**config.mk**
```make
export PLATFORM = sky130hd
export DESIGN_NAME = sws_slave
export DESIGN_NICKNAME = d
export VERILOG_FILES = /design/src/hdl/sws_pkg.sv /design/src/hdl/sws_crc8.sv /design/src/hdl/sws_fifo.sv /design/src/hdl/sws_slave.sv
export SDC_FILE = /design/constraint.sdc
export NUM_CORES = 1
export LEC_CHECK = 0
export ABC_AREA = 1
export CORE_ASPECT_RATIO = 0.7
export CORE_UTILIZATION = 65
export CTS_CLUSTER_SIZE = 25
export DETAILED_ROUTE_END_ITERATION = 16
export DONT_BUFFER_PORTS = 1
export GPL_ROUTABILITY_DRIVEN = 0
export HOLD_SLACK_MARGIN = 0.12
export MAX_ROUTING_LAYER = met4
export PLACE_DENSITY = 0.88
export SYNTH_ARGS = -nofsm -noshare
export SYNTH_HDL_FRONTEND = slang
export SYNTH_HIERARCHICAL = 1
export SYNTH_SLANG_ARGS = --single-unit
```
**constraint.sdc**
```tcl
create_clock -name CORE_CLK -period 4.5 [get_ports CORE_CLK]
set_input_delay 0.45 -clock CORE_CLK [delete_from_list [all_inputs] [get_ports CORE_CLK]]
set_output_delay 0.45 -clock CORE_CLK [all_outputs]
set_load 0.005 [all_outputs]
```
**src/hdl/sws_pkg.sv**
```systemverilog
`default_nettype none
package sws_pkg;
  localparam int CLK_MHZ = 40;
  localparam int CNT_W = 15;
  localparam logic [14:0] CNT_MAX = 15'h7FFF;
  // x^8 + x^5 + x^4 + 1, bit-reversed for lsb-first shifting
  localparam logic [7:0] CRC_POLY = 8'h8C;
  localparam int FIFO_W = 8;
  localparam int FIFO_D = 8;

  // least times round up
  function automatic int cyc_up(input int ns);
    int v;
    v = (ns * CLK_MHZ + 999) / 1000;
    return (v < 1) ? 1 : v;
  endfunction

  // longest times round down
  function automatic int cyc_dn(input int ns);
    int v;
    v = (ns * CLK_MHZ) / 1000;
    return (v < 1) ? 1 : v;
  endfunction

  localparam int T_FILT_STD_NS = 250;
  localparam int T_FILT_OD_NS = 25;
  localparam int T_SAMP_STD_NS = 30000;
  localparam int T_SAMP_OD_NS = 4000;
  localparam int T_HOLD_STD_NS = 30000;
  localparam int T_HOLD_OD_NS = 3000;
  localparam int T_PW_STD_NS = 15000;
  localparam int T_PW_OD_NS = 2000;
  localparam int T_PL_STD_NS = 60000;
  localparam int T_PL_OD_NS = 8000;
  localparam int T_HOF_STD_NS = 500;
  localparam int T_HOF_OD_NS = 250;
  localparam int T_RDET_STD_NS = 120000;
  localparam int T_RDET_OD_NS = 16000;
  localparam int T_RLONG_NS = 480000;
  localparam int T_ODKEEP_NS = 80000;

  localparam logic [14:0] C_FILT_STD = 15'(cyc_up(T_FILT_STD_NS));
  localparam logic [14:0] C_FILT_OD = 15'(cyc_up(T_FILT_OD_NS));
  localparam logic [14:0] C_SAMP_STD = 15'(cyc_up(T_SAMP_STD_NS));
  localparam logic [14:0] C_SAMP_OD = 15'(cyc_up(T_SAMP_OD_NS));
  localparam logic [14:0] C_HOLD_STD = 15'(cyc_dn(T_HOLD_STD_NS));
  localparam logic [14:0] C_HOLD_OD = 15'(cyc_dn(T_HOLD_OD_NS));
  localparam logic [14:0] C_PW_STD = 15'(cyc_up(T_PW_STD_NS));
  localparam logic [14:0] C_PW_OD = 15'(cyc_up(T_PW_OD_NS));
  localparam logic [14:0] C_PL_STD = 15'(cyc_up(T_PL_STD_NS));
  localparam logic [14:0] C_PL_OD = 15'(cyc_up(T_PL_OD_NS));
  localparam logic [14:0] C_HOF_STD = 15'(cyc_up(T_HOF_STD_NS));
  localparam logic [14:0] C_HOF_OD = 15'(cyc_up(T_HOF_OD_NS));
  localparam logic [14:0] C_RDET_OD = 15'(cyc_up(T_RDET_OD_NS));
  localparam logic [14:0] C_ODKEEP = 15'(cyc_dn(T_ODKEEP_NS));

  typedef enum logic [2:0] {
    S_IDLE = 3'h0,
    S_SLOT = 3'h1,
    S_HOLD = 3'h3,
    S_PWAIT = 3'h5,
    S_PLOW = 3'h7
  } sws_state_t;
endpackage
`default_nettype wire

```
**src/hdl/sws_crc8.sv**
```systemverilog
`timescale 1ns/1ps
`default_nettype none
module sws_crc8
  import sws_pkg::*;
(
  input wire logic clk, // core clock
  input wire logic rst_n, // sync reset, active low
  input wire logic clr, // restart the sum
  input wire logic en, // fold one bit in
  input wire logic din, // bit, lsb first
  output logic [7:0] crc // running sum
);
  typedef struct packed {
    logic [7:0] crc;
  } sws_crc_st_t;

  sws_crc_st_t r;
  sws_crc_st_t n;
  logic [7:0] base;

  always_comb
  begin
    base = clr ? 8'h00 : r.crc;
    n.crc = base;
    // a clear in the same cycle as a bit folds that bit into a fresh sum
    if (en)
      n.crc = {1'b0, base[7:1]} ^ (((base[0] ^ din) == 1'b1) ? CRC_POLY : 8'h00);
  end

  always_ff @(posedge clk)
  begin
    if (!rst_n)
      r <= '0;
    else
      r <= n;
  end

  assign crc = r.crc;
endmodule
`default_nettype wire

```
**src/hdl/sws_fifo.sv**
```systemverilog
`timescale 1ns/1ps
`default_nettype none
module sws_fifo #(
  parameter int W = 8,
  parameter int D = 8
) (
  input wire logic clk, // core clock
  input wire logic rst_n, // sync reset, active low
  input wire logic in_valid, // word offered
  output logic in_ready, // room for a word
  input wire logic [W-1:0] in_data, // word in
  output logic out_valid, // word available
  input wire logic out_ready, // consumer takes word
  output logic [W-1:0] out_data // oldest word
);
  localparam int AW = $clog2(D);

  // depth must be a power of two so the pointers wrap by themselves
  typedef struct packed {
    logic [D-1:0][W-1:0] mem;
    logic [AW-1:0] wp;
    logic [AW-1:0] rp;
    logic [AW:0] cnt;
  } sws_fifo_st_t;

  sws_fifo_st_t r;
  sws_fifo_st_t n;
  logic push;
  logic pop;

  assign in_ready = (r.cnt != (AW + 1)'(D));
  assign out_valid = (r.cnt != '0);
  assign out_data = r.mem[r.rp];
  assign push = in_valid && in_ready;
  assign pop = out_valid && out_ready;

  always_comb
  begin
    n = r;
    if (push)
    begin
      n.mem[r.wp] = in_data;
      n.wp = r.wp + AW'(1);
    end
    if (pop)
      n.rp = r.rp + AW'(1);
    if (push && !pop)
      n.cnt = r.cnt + (AW + 1)'(1);
    else if (pop && !push)
      n.cnt = r.cnt - (AW + 1)'(1);
  end

  always_ff @(posedge clk)
  begin
    if (!rst_n)
      r <= '0;
    else
      r <= n;
  end
endmodule
`default_nettype wire

```
**src/hdl/sws_slave.sv**
```systemverilog
`timescale 1ns/1ps
`default_nettype none
// Function
// - only presence pulse starts a device-driven low
// - standard speed unless overdrive set; overdrive times all
// - reset low 480us or longer clears overdrive
// - overdrive kept when reset low at most 80us
// - speed after 80..480us overdrive reset undefined
// - after reset rise, wait then pull presence low
// - slot falling edge starts internal slot timer
// - recovery time needed before next slot
// - read zero pulls low until timer; one never
// - falling-edge filter at standard speed only
// - ignore low glitches during rising-edge hold-off
// - identifier crc uses x^8+x^5+x^4+1
// - identifier crc sent true, not inverted
// - speed set command enters overdrive
// - long low on idle-high line means reset
module sws_slave
  import sws_pkg::*;
#(
  parameter logic [14:0] RST_LONG_CYC = 15'(cyc_up(T_RLONG_NS)),
  parameter logic [14:0] RST_DET_STD_CYC = 15'(cyc_up(T_RDET_STD_NS))
) (
  input wire logic CORE_CLK, // core clock, 40 MHz
  input wire logic RST_N, // sync reset, active low
  input wire logic LINE_IN, // line level, 1 = high
  output logic LINE_OUT, // line drive value, always low
  output logic LINE_OE, // high while pulling the line low
  input wire logic SPEED_SET, // pulse: enter overdrive
  output logic SPEED_FLAG, // overdrive active
  output logic LINE_RESET, // pulse: reset pulse seen
  input wire logic TX_VALID, // byte offered for read slots
  output logic TX_READY, // byte can be taken
  input wire logic [7:0] TX_DATA, // byte to send, lsb first
  input wire logic TX_CRC, // send running crc instead
  input wire logic CRC_CLR, // restart running crc
  output logic [7:0] CRC_VALUE, // running crc
  output logic RX_VALID, // written byte available
  input wire logic RX_READY, // written byte taken
  output logic [7:0] RX_DATA, // written byte
  output logic RX_OVERRUN // sticky: byte lost, buffer full
);
  typedef struct packed {
    sws_state_t state;
    logic [14:0] cnt;
    logic drv;
    logic od;
    logic smp;
    logic rd;
    logic tx_act;
    logic [7:0] tx_sh;
    logic [2:0] tx_cnt;
    logic [7:0] rx_sh;
    logic [2:0] rx_cnt;
    logic hold_v;
    logic [7:0] hold_d;
    logic ovr;
    logic rst_p;
  } sws_st_t;

  sws_st_t r;
  sws_st_t n;
  logic [14:0] filt_c;
  logic [14:0] samp_c;
  logic [14:0] hold_c;
  logic [14:0] pw_c;
  logic [14:0] pl_c;
  logic [14:0] hof_c;
  logic [14:0] det_c;
  logic [14:0] cnt_inc;
  logic rise;
  logic rst_ev;
  logic tx_ready;
  logic fifo_in_ready;
  logic crc_en;
  logic crc_bit;
  logic crc_clr;
  logic [7:0] crc_val;

  ////////////////////////////////////////////////////////////////////////////
  // per-speed timing
  assign filt_c = r.od ? C_FILT_OD : C_FILT_STD;
  assign samp_c = r.od ? C_SAMP_OD : C_SAMP_STD;
  assign hold_c = r.od ? C_HOLD_OD : C_HOLD_STD;
  assign pw_c = r.od ? C_PW_OD : C_PW_STD;
  assign pl_c = r.od ? C_PL_OD : C_PL_STD;
  assign hof_c = r.od ? C_HOF_OD : C_HOF_STD;
  assign det_c = r.od ? C_RDET_OD : RST_DET_STD_CYC;
  assign cnt_inc = r.cnt + 15'h0001;

  // while the device pulls low the line cannot rise, so no early slot end
  assign rise = (r.state == S_SLOT) && LINE_IN && !r.drv;
  assign rst_ev = rise && (r.cnt >= det_c);
  // a byte loaded mid-slot would change a slot already decided
  assign tx_ready = !r.tx_act && (r.state != S_SLOT);

  ////////////////////////////////////////////////////////////////////////////
  // next state
  always_comb
  begin
    n = r;
    crc_en = 1'b0;
    crc_bit = 1'b0;
    crc_clr = CRC_CLR;
    n.rst_p = 1'b0;
    if (r.hold_v && fifo_in_ready)
      n.hold_v = 1'b0;
    if (TX_VALID && tx_ready)
    begin
      n.tx_act = 1'b1;
      n.tx_cnt = 3'h0;
      n.tx_sh = TX_CRC ? crc_val : TX_DATA;
    end
    case (r.state)
      S_IDLE:
      begin
        if (LINE_IN)
          n.cnt = 15'h0000;
        else if (cnt_inc >= filt_c)
        begin
          n.state = S_SLOT;
          n.cnt = filt_c;
          n.smp = 1'b1;
          n.rd = n.tx_act;
          n.drv = n.tx_act && !n.tx_sh[0];
        end
        else
          n.cnt = cnt_inc;
      end
      S_SLOT:
      begin
        n.cnt = (r.cnt == CNT_MAX) ? r.cnt : cnt_inc;
        if (r.cnt == samp_c)
          n.smp = LINE_IN;
        if (cnt_inc >= hold_c)
          n.drv = 1'b0;
        if (rise)
        begin
          n.cnt = 15'h0000;
          if (rst_ev)
          begin
            n.state = S_PWAIT;
            n.rst_p = 1'b1;
            n.tx_act = 1'b0;
            n.rx_cnt = 3'h0;
            n.ovr = 1'b0;
            crc_clr = 1'b1;
            // between the keep and long limits the speed is left as it was
            if (r.cnt >= RST_LONG_CYC)
              n.od = 1'b0;
          end
          else
          begin
            n.state = S_HOLD;
            crc_en = 1'b1;
            if (r.rd)
            begin
              crc_bit = r.tx_sh[0];
              n.tx_sh = {1'b0, r.tx_sh[7:1]};
              n.tx_cnt = r.tx_cnt + 3'h1;
              if (r.tx_cnt == 3'h7)
                n.tx_act = 1'b0;
            end
            else
            begin
              crc_bit = r.smp;
              n.rx_sh = {r.smp, r.rx_sh[7:1]};
              n.rx_cnt = r.rx_cnt + 3'h1;
              if (r.rx_cnt == 3'h7)
              begin
                // the master cannot be stalled, so a full buffer costs a byte
                if (n.hold_v)
                  n.ovr = 1'b1;
                else
                begin
                  n.hold_v = 1'b1;
                  n.hold_d = {r.smp, r.rx_sh[7:1]};
                end
              end
            end
          end
        end
      end
      S_HOLD:
      begin
        // line ignored here: swallows rising-edge glitches
        if (cnt_inc >= hof_c)
        begin
          n.state = S_IDLE;
          n.cnt = 15'h0000;
        end
        else
          n.cnt = cnt_inc;
      end
      S_PWAIT:
      begin
        if (cnt_inc >= pw_c)
        begin
          n.state = S_PLOW;
          n.cnt = 15'h0000;
          n.drv = 1'b1;
        end
        else
          n.cnt = cnt_inc;
      end
      S_PLOW:
      begin
        if (cnt_inc >= pl_c)
        begin
          n.state = S_HOLD;
          n.cnt = 15'h0000;
          n.drv = 1'b0;
        end
        else
          n.cnt = cnt_inc;
      end
      default:
      begin
        n.state = S_IDLE;
        n.cnt = 15'h0000;
        n.drv = 1'b0;
      end
    endcase
    // set after the reset clear so a coinciding command wins
    if (SPEED_SET)
      n.od = 1'b1;
  end

  always_ff @(posedge CORE_CLK)
  begin
    if (!RST_N)
      r <= '0;
    else
      r <= n;
  end

  ////////////////////////////////////////////////////////////////////////////
  // crc and receive buffer
  sws_crc8 u_crc (
    .clk(CORE_CLK),
    .rst_n(RST_N),
    .clr(crc_clr),
    .en(crc_en),
    .din(crc_bit),
    .crc(crc_val)
  );

  sws_fifo #(
    .W(FIFO_W),
    .D(FIFO_D)
  ) u_fifo (
    .clk(CORE_CLK),
    .rst_n(RST_N),
    .in_valid(r.hold_v),
    .in_ready(fifo_in_ready),
    .in_data(r.hold_d),
    .out_valid(RX_VALID),
    .out_ready(RX_READY),
    .out_data(RX_DATA)
  );

  assign LINE_OUT = 1'b0;
  assign LINE_OE = r.drv;
  assign SPEED_FLAG = r.od;
  assign LINE_RESET = r.rst_p;
  assign TX_READY = tx_ready;
  assign CRC_VALUE = crc_val;
  assign RX_OVERRUN = r.ovr;
endmodule
`default_nettype wire

```
Word-level counts from Yosys, hierarchy flattened
Cells that the tools add are included.
{ "word_totals": {"out_inout_bits": 23, "reg_bits": 138, "input_bits": 16, "elab_cells": 180} }
{ "op_classes": {"reduce_logical": 36, "muxes": 73, "n_lt_le_gt_ge": 10, "n_eq_ne": 20, "bitwise_logic": 7, "addsub": 7} }
{ "ops": {"columns": ["operator", "count"], "rows": [
  ["$mux 15", 6],
  ["$pmux 18 s5", 1],
  ["$mux 34", 2],
  ["$bwmux 64", 1],
  ["$mux 8", 7],
  ["$mux 12", 3],
  ["$mux 1", 27],
  ["$bmux 8 s3", 1],
  ["$demux 8 s3", 1],
  ["$mux 11", 2],
  ["$mux 21", 1],
  ["$mux 3", 7],
  ["$mux 10", 2],
  ["$mux 19", 1],
  ["$mux 18", 1],
  ["$reduce_and 6->1", 3],
  ["$reduce_bool 2->1", 8],
  ["$add 15x1->15 const B", 1],
  ["$eq 15x11->1", 1],
  ["$eq 15x15->1 const B", 1],
  ["$ge 15x10->1", 1],
  ["$ge 15x11->1", 1],
  ["$ge 15x12->1", 1],
  ["$ge 15x13->1", 1],
  ["other kinds (33)", 72]
]} }

Longest topological paths before layout
{ "depth": {"ltp_word": 12, "ltp_mapped": 20, "depth_no_buf": 20} }

Cells and area by module
The synthesis kept the hierarchy.
{ "by_module_without_submodules": {"columns": ["mod", "instances", "seq_area_each_um2", "cells_per_inst", "area_each_um2"], "rows": [
  ["sws_fifo", 1, 1481.4, 676, 4275.4],
  ["sws_slave", 1, 1101.1, 533, 3613.5],
  ["sws_crc8", 1, 160.2, 53, 404.1]
]} }

Least setup slack after synthesis
OpenSTA, ideal clock, no wires.
{ "synth_timing": {"path_kind": "register to register", "start": "register r (netlist bit SPEED_FLAG)", "end": "register u_crc.r (netlist bit u_crc/crc[2])", "setup_slack_ps": 1579, "setup_ps": 109, "n_path_buf": 1, "arrival_ps": 2812, "synth_period_minus_slack_ps": 2921, "path_stages_with_launch": 16, "t_required_ps": 4391, "cell_sequence": "dfxtp_1 -> inv_1 -> ha_1 -> nand4_1 -> nor2_1 -> nand3_1 -> nand4_1 -> or2_1 -> or2_1 -> buf_2 -> o21ai_0 -> nand3_1 -> nand3_1 -> nand3_1 -> nand2_1 -> inv_1"} }
{ "synth_between": {"word_cells_on_any_way": 17, "classes_between": "order compare (1); mux (13); bitwise (2); reduce/logical (1)"} }
{ "synth_rtl": {"columns": ["item", "line_no", "text"], "rows": [
  ["start, declared", "sws_slave.sv:62", "sws_st_t r;"],
  ["start signal, assigned", "sws_slave.sv:235", "r <= n;"],
  ["$mux 13", "sws_slave.sv:89", "assign det_c = r.od ? C_RDET_OD : RST_DET_STD_CYC;"],
  ["$ge 15x13->1", "sws_slave.sv:94", "assign rst_ev = rise && (r.cnt >= det_c);"],
  ["$logic_and 1x1->1", "sws_slave.sv:94", null],
  ["$mux 1", "sws_slave.sv:141", "if (rst_ev)"],
  ["$mux 1", "sws_slave.sv:138", "if (rise)"],
  ["$mux 1", "sws_slave.sv:115", "case (r.state)"],
  ["via crc_bit", "sws_slave.sv:77", "logic crc_bit;"],
  ["$xor 1x1->1", "sws_crc8.sv:27", "n.crc = {1'b0, base[7:1]} ^ (((base[0] ^ din) == 1'b1) ? CRC_POLY : 8'h00);"],
  ["$mux 8", "sws_crc8.sv:27", null],
  ["$xor 7x8->8", "sws_crc8.sv:27", null],
  ["$mux 8", "sws_crc8.sv:26", "if (en)"],
  ["end signal, assigned", "sws_crc8.sv:35", "r <= n;"],
  ["end, declared", "sws_crc8.sv:17", "sws_crc_st_t r;"]
]} }
The timed path passes the listed nets, and every way through them passes these cells.
A chain may end at the register's enable or synchronous reset.

Worst setup path in the final report
{ "layout_timing": {"start": "register r (netlist bit SPEED_FLAG)", "end": "register u_crc.r (netlist bit u_crc/crc[2])"} }
{ "layout_between": {"word_cells_on_any_way": 17, "classes_between": "order compare (1); mux (13); bitwise (2); reduce/logical (1)"} }
{ "layout_rtl": {"columns": ["item", "line_no", "text"], "rows": [
  ["$mux 13", "sws_slave.sv:89", null],
  ["$ge 15x13->1", "sws_slave.sv:94", null],
  ["$logic_and 1x1->1", "sws_slave.sv:94", null],
  ["$mux 1", "sws_slave.sv:141", null],
  ["$mux 1", "sws_slave.sv:138", null],
  ["$mux 1", "sws_slave.sv:115", null],
  ["via crc_en", "sws_slave.sv:76", "logic crc_en;"],
  ["$mux 8", "sws_crc8.sv:26", null]
]} }
The timed path passes the listed nets, and every way through them passes these cells.

==> out/qor.yml <==
floorplanning:
  die_h_um: 96.51
  dieArea_um2: 13220
  initial_core_util_pct: 66.76
  rows: 34
  die_w_um: 137.0
  io_pins: 39
  core_um2: 12420
synth:
  syn_area_um2: 8293
  yosys_warnings: 6
  synth_cell_types: 47
  syn_inst: 1262
  yosysSeqAreaShare_pct: 33.07
  synth-edff-count: 0
  synth_top_flop_cell: "dfxtp_1"
  synth_area_per_cell_um2: 6.571
  synth_seq_cells: 137
  synthArstFlopShare_pct: 0
  syn-num-nets: 1308
grt:
  grt_pass1_vias: 7049
  gr-total-overflow: 0
  track_usage_pct: 34.16
  grt_max_degree: 103
  antenna_found_initial: 0
  grt_pass1_wl_um: 34420
clock_tree:
  clock-root-buffer: "clkbuf_16"
  cts.sinks: 137
  htreeDepth: 4
  cts_tree: "done"
  holdBufCountCts: 0
  post_cts_buffers: 0
  cts_resized: 0
  cts_made_buffers: 17
  clkTransAtPathRegs_ns: 0.06
  clk-insertion-delay-late_ns: 0.43
  clock_path_buffers: 2
timing:
  slew_headroom_pct: 45.98
  worst_slack_ns: 1.283
  timing.setup.tns_ns: 0
  setup_viol: 0
  tightest_slew_ns: 0.8053
  finalHoldViolCount: 0
  fmax_ghz: 0.3108
  final_max_slew_viol_count: 0
  hold_ws_ns: 0.1611
  finClkSkew_ns: 0.01466
  rsz0062_at_grt: "no"
  period_share_pct: 71.50
  final.min_clock_period_ns: 3.217
setup_path:
  reg2reg_from: "SPEED_FLAG"
  cp_cell_sequence: "buf_4, ha_1, a211oi_1, nand4_1, nor2_4, inv_2, nor2_2, nand2_1, o21ai_0, nand3_1, nand3_1, nand3_1, nand2_1, inv_1"
  startpoint: "SPEED_FLAG"
  crit_type: "reg -> reg"
  cp_common_cell: "nand3_1"
  cp.required_ns: 4.82
  crit_path_start_kind: "register"
  worst_path_max_delay_cell: "nor2_4"
  crit_path_max_incr_delay_ns: 0.39
  critPathCaptureType: "register"
  arrival_ns: 3.54
  crit_fanout: 17
placed_design:
  pre_cts_ws_ns: 1.428
  placed_cell_area_um2: 8247
  port_buffers: 0
  dp_hpwl_um: 13630
pwr:
  power.leakage_uw: 0.003981
  p_per_area_nw_per_um2: 401.9
  ir_drop_v: 0.0003708
  fin_total_pwr_uw: 3546
final_layout:
  area_growth_pct: 6.397
  nNetsFinal: 1284
  layout-drive-gt1-share_pct: 9.033
  design_area_um2: 8823
  diodes: 0
route:
  wl_um: 20940
  drt_pre_antenna_iters: 6
  drc: 0
  postRouteAntennaNets: 0
  wire_per_inst_um: 14.82
  num_vias: 8076
  via_per_inst: 5.715
  drtIter0Drc: 989
min_path:
  hold_class: "in -> reg"
  min_from: "RST_N"
run:
  maxCapViolCount: 0
status:
  status: "finished, final reports clean"
synthesized netlist by cell type (5+ instances only):
master / instances / area share (%)
a21oi_1: 73 / 4.4
buf_1: 7 / 0.32
buf_2: 15 / 0.91
buf_6: 9 / 1.2
clkbuf_1: 13 / 0.59
dfxtp_1: 137 / 33
ha_1: 29 / 4.4
inv_1: 194 / 8.8
inv_2: 10 / 0.45
nand2_1: 293 / 13
nand2_2: 20 / 1.5
nand3_1: 51 / 3.1
nand3_2: 9 / 1.1
nand4_1: 60 / 4.5
nor2_1: 168 / 7.6
nor2_4: 16 / 2.2
nor3_1: 11 / 0.66
nor4_1: 5 / 0.38
o211ai_1: 9 / 0.81
o21ai_0: 69 / 4.2
o21ai_1: 5 / 0.30
o31ai_1: 6 / 0.54
cells by family (layout without fill, tap and decap cells):
| family | after synthesis | after routing | synth area share (%) |
|---|---|---|---|
| fa+ha+maj | 30 | 30 | 4.617 |
| flops | 137 | 137 | 33.07 |
| compound gates | 177 | 177 | 11.62 |
| simple gates | 656 | 656 | 37.16 |
| xor+xnor | 4 | 4 | 0.4224 |
| mux | 1 | 1 | 0.1207 |
| other cells | 1 | 1 | 0.04522 |
| buf+inv | 256 | 245 | 12.95 |
final timing paths:
kind / end / slack [ns] / cells past startpoint
max: u_crc/crc[2] / 1.28 / 14
min: u_crc/crc[3] / 0.16 / 2
min reg2reg: r[31] / 0.46 / 2
max reg2reg: u_crc/crc[2] / 1.28 / 14
critical path: cells and delay by family (launching register included):
family | cells | cell delay, ns
AOI/OAI and AO/OA | 2 | 0.43
DFF | 1 | 0.32
adders and majority gates | 1 | 0.28
buffers and inverters | 3 | 0.38
and+or+nand+nor | 8 | 1.70
report_power, final:
group / total, uW / internal, uW / switching (uW)
Combinational: 849 / 257 / 591
Clock: 1370 / 789 / 583
Sequential: 1330 / 1270 / 58.0
flip-flops by register name, indices dropped and copies added (netlist names):
register and flops:
LINE_OE 1, LINE_RESET 1, RX_OVERRUN 1, SPEED_FLAG 1, r 51, u_crc/crc 8, u_fifo/r 74
per-layer routing:
layer	up-vias	GRT usage, %	part of all wire, %
met5	-	-	0
met4	0	10.35	1.5
met3	35	7.042	10
met2	427	49.96	43
met1	3634	47.23	45
li1	3980	-	-
through the flow:
stage	utilization, %	cells
after floorplan	-	1262
after global placement	66.39	1381
after detailed placement	66.39	1381
after CTS	71.03	1413
after global routing	71.03	1413
final	71.03	1413
layout by cell type (no fill, tap or decap), types with 16 or more instances in the layout:
| cell type | netlist | layout |
|---|---|---|
| o21ai_0 | 69 | 69 |
| dfxtp_1 | 137 | 136 |
| nand2_1 | 293 | 293 |
| nand4_1 | 60 | 60 |
| nand3_1 | 51 | 51 |
| inv_1 | 194 | 194 |
| a21oi_1 | 73 | 73 |
| nor2_4 | 16 | 16 |
| nor2_1 | 168 | 168 |
| ha_1 | 29 | 29 |
| clkbuf_16 | 0 | 17 |
| nand2_2 | 20 | 20 |
cell type report:
cell class                 instances  area (um^2)
clock inverter                    13        133.9
tap                              162        202.7
timing repair buffer               5        37.54
inverter                         208        785.8
multi-input combinational        869         4477
clock buffer                      19        442.9
fill                            1003         3598
sequential                       137         2744
Power figures use the tool's default switching activity.
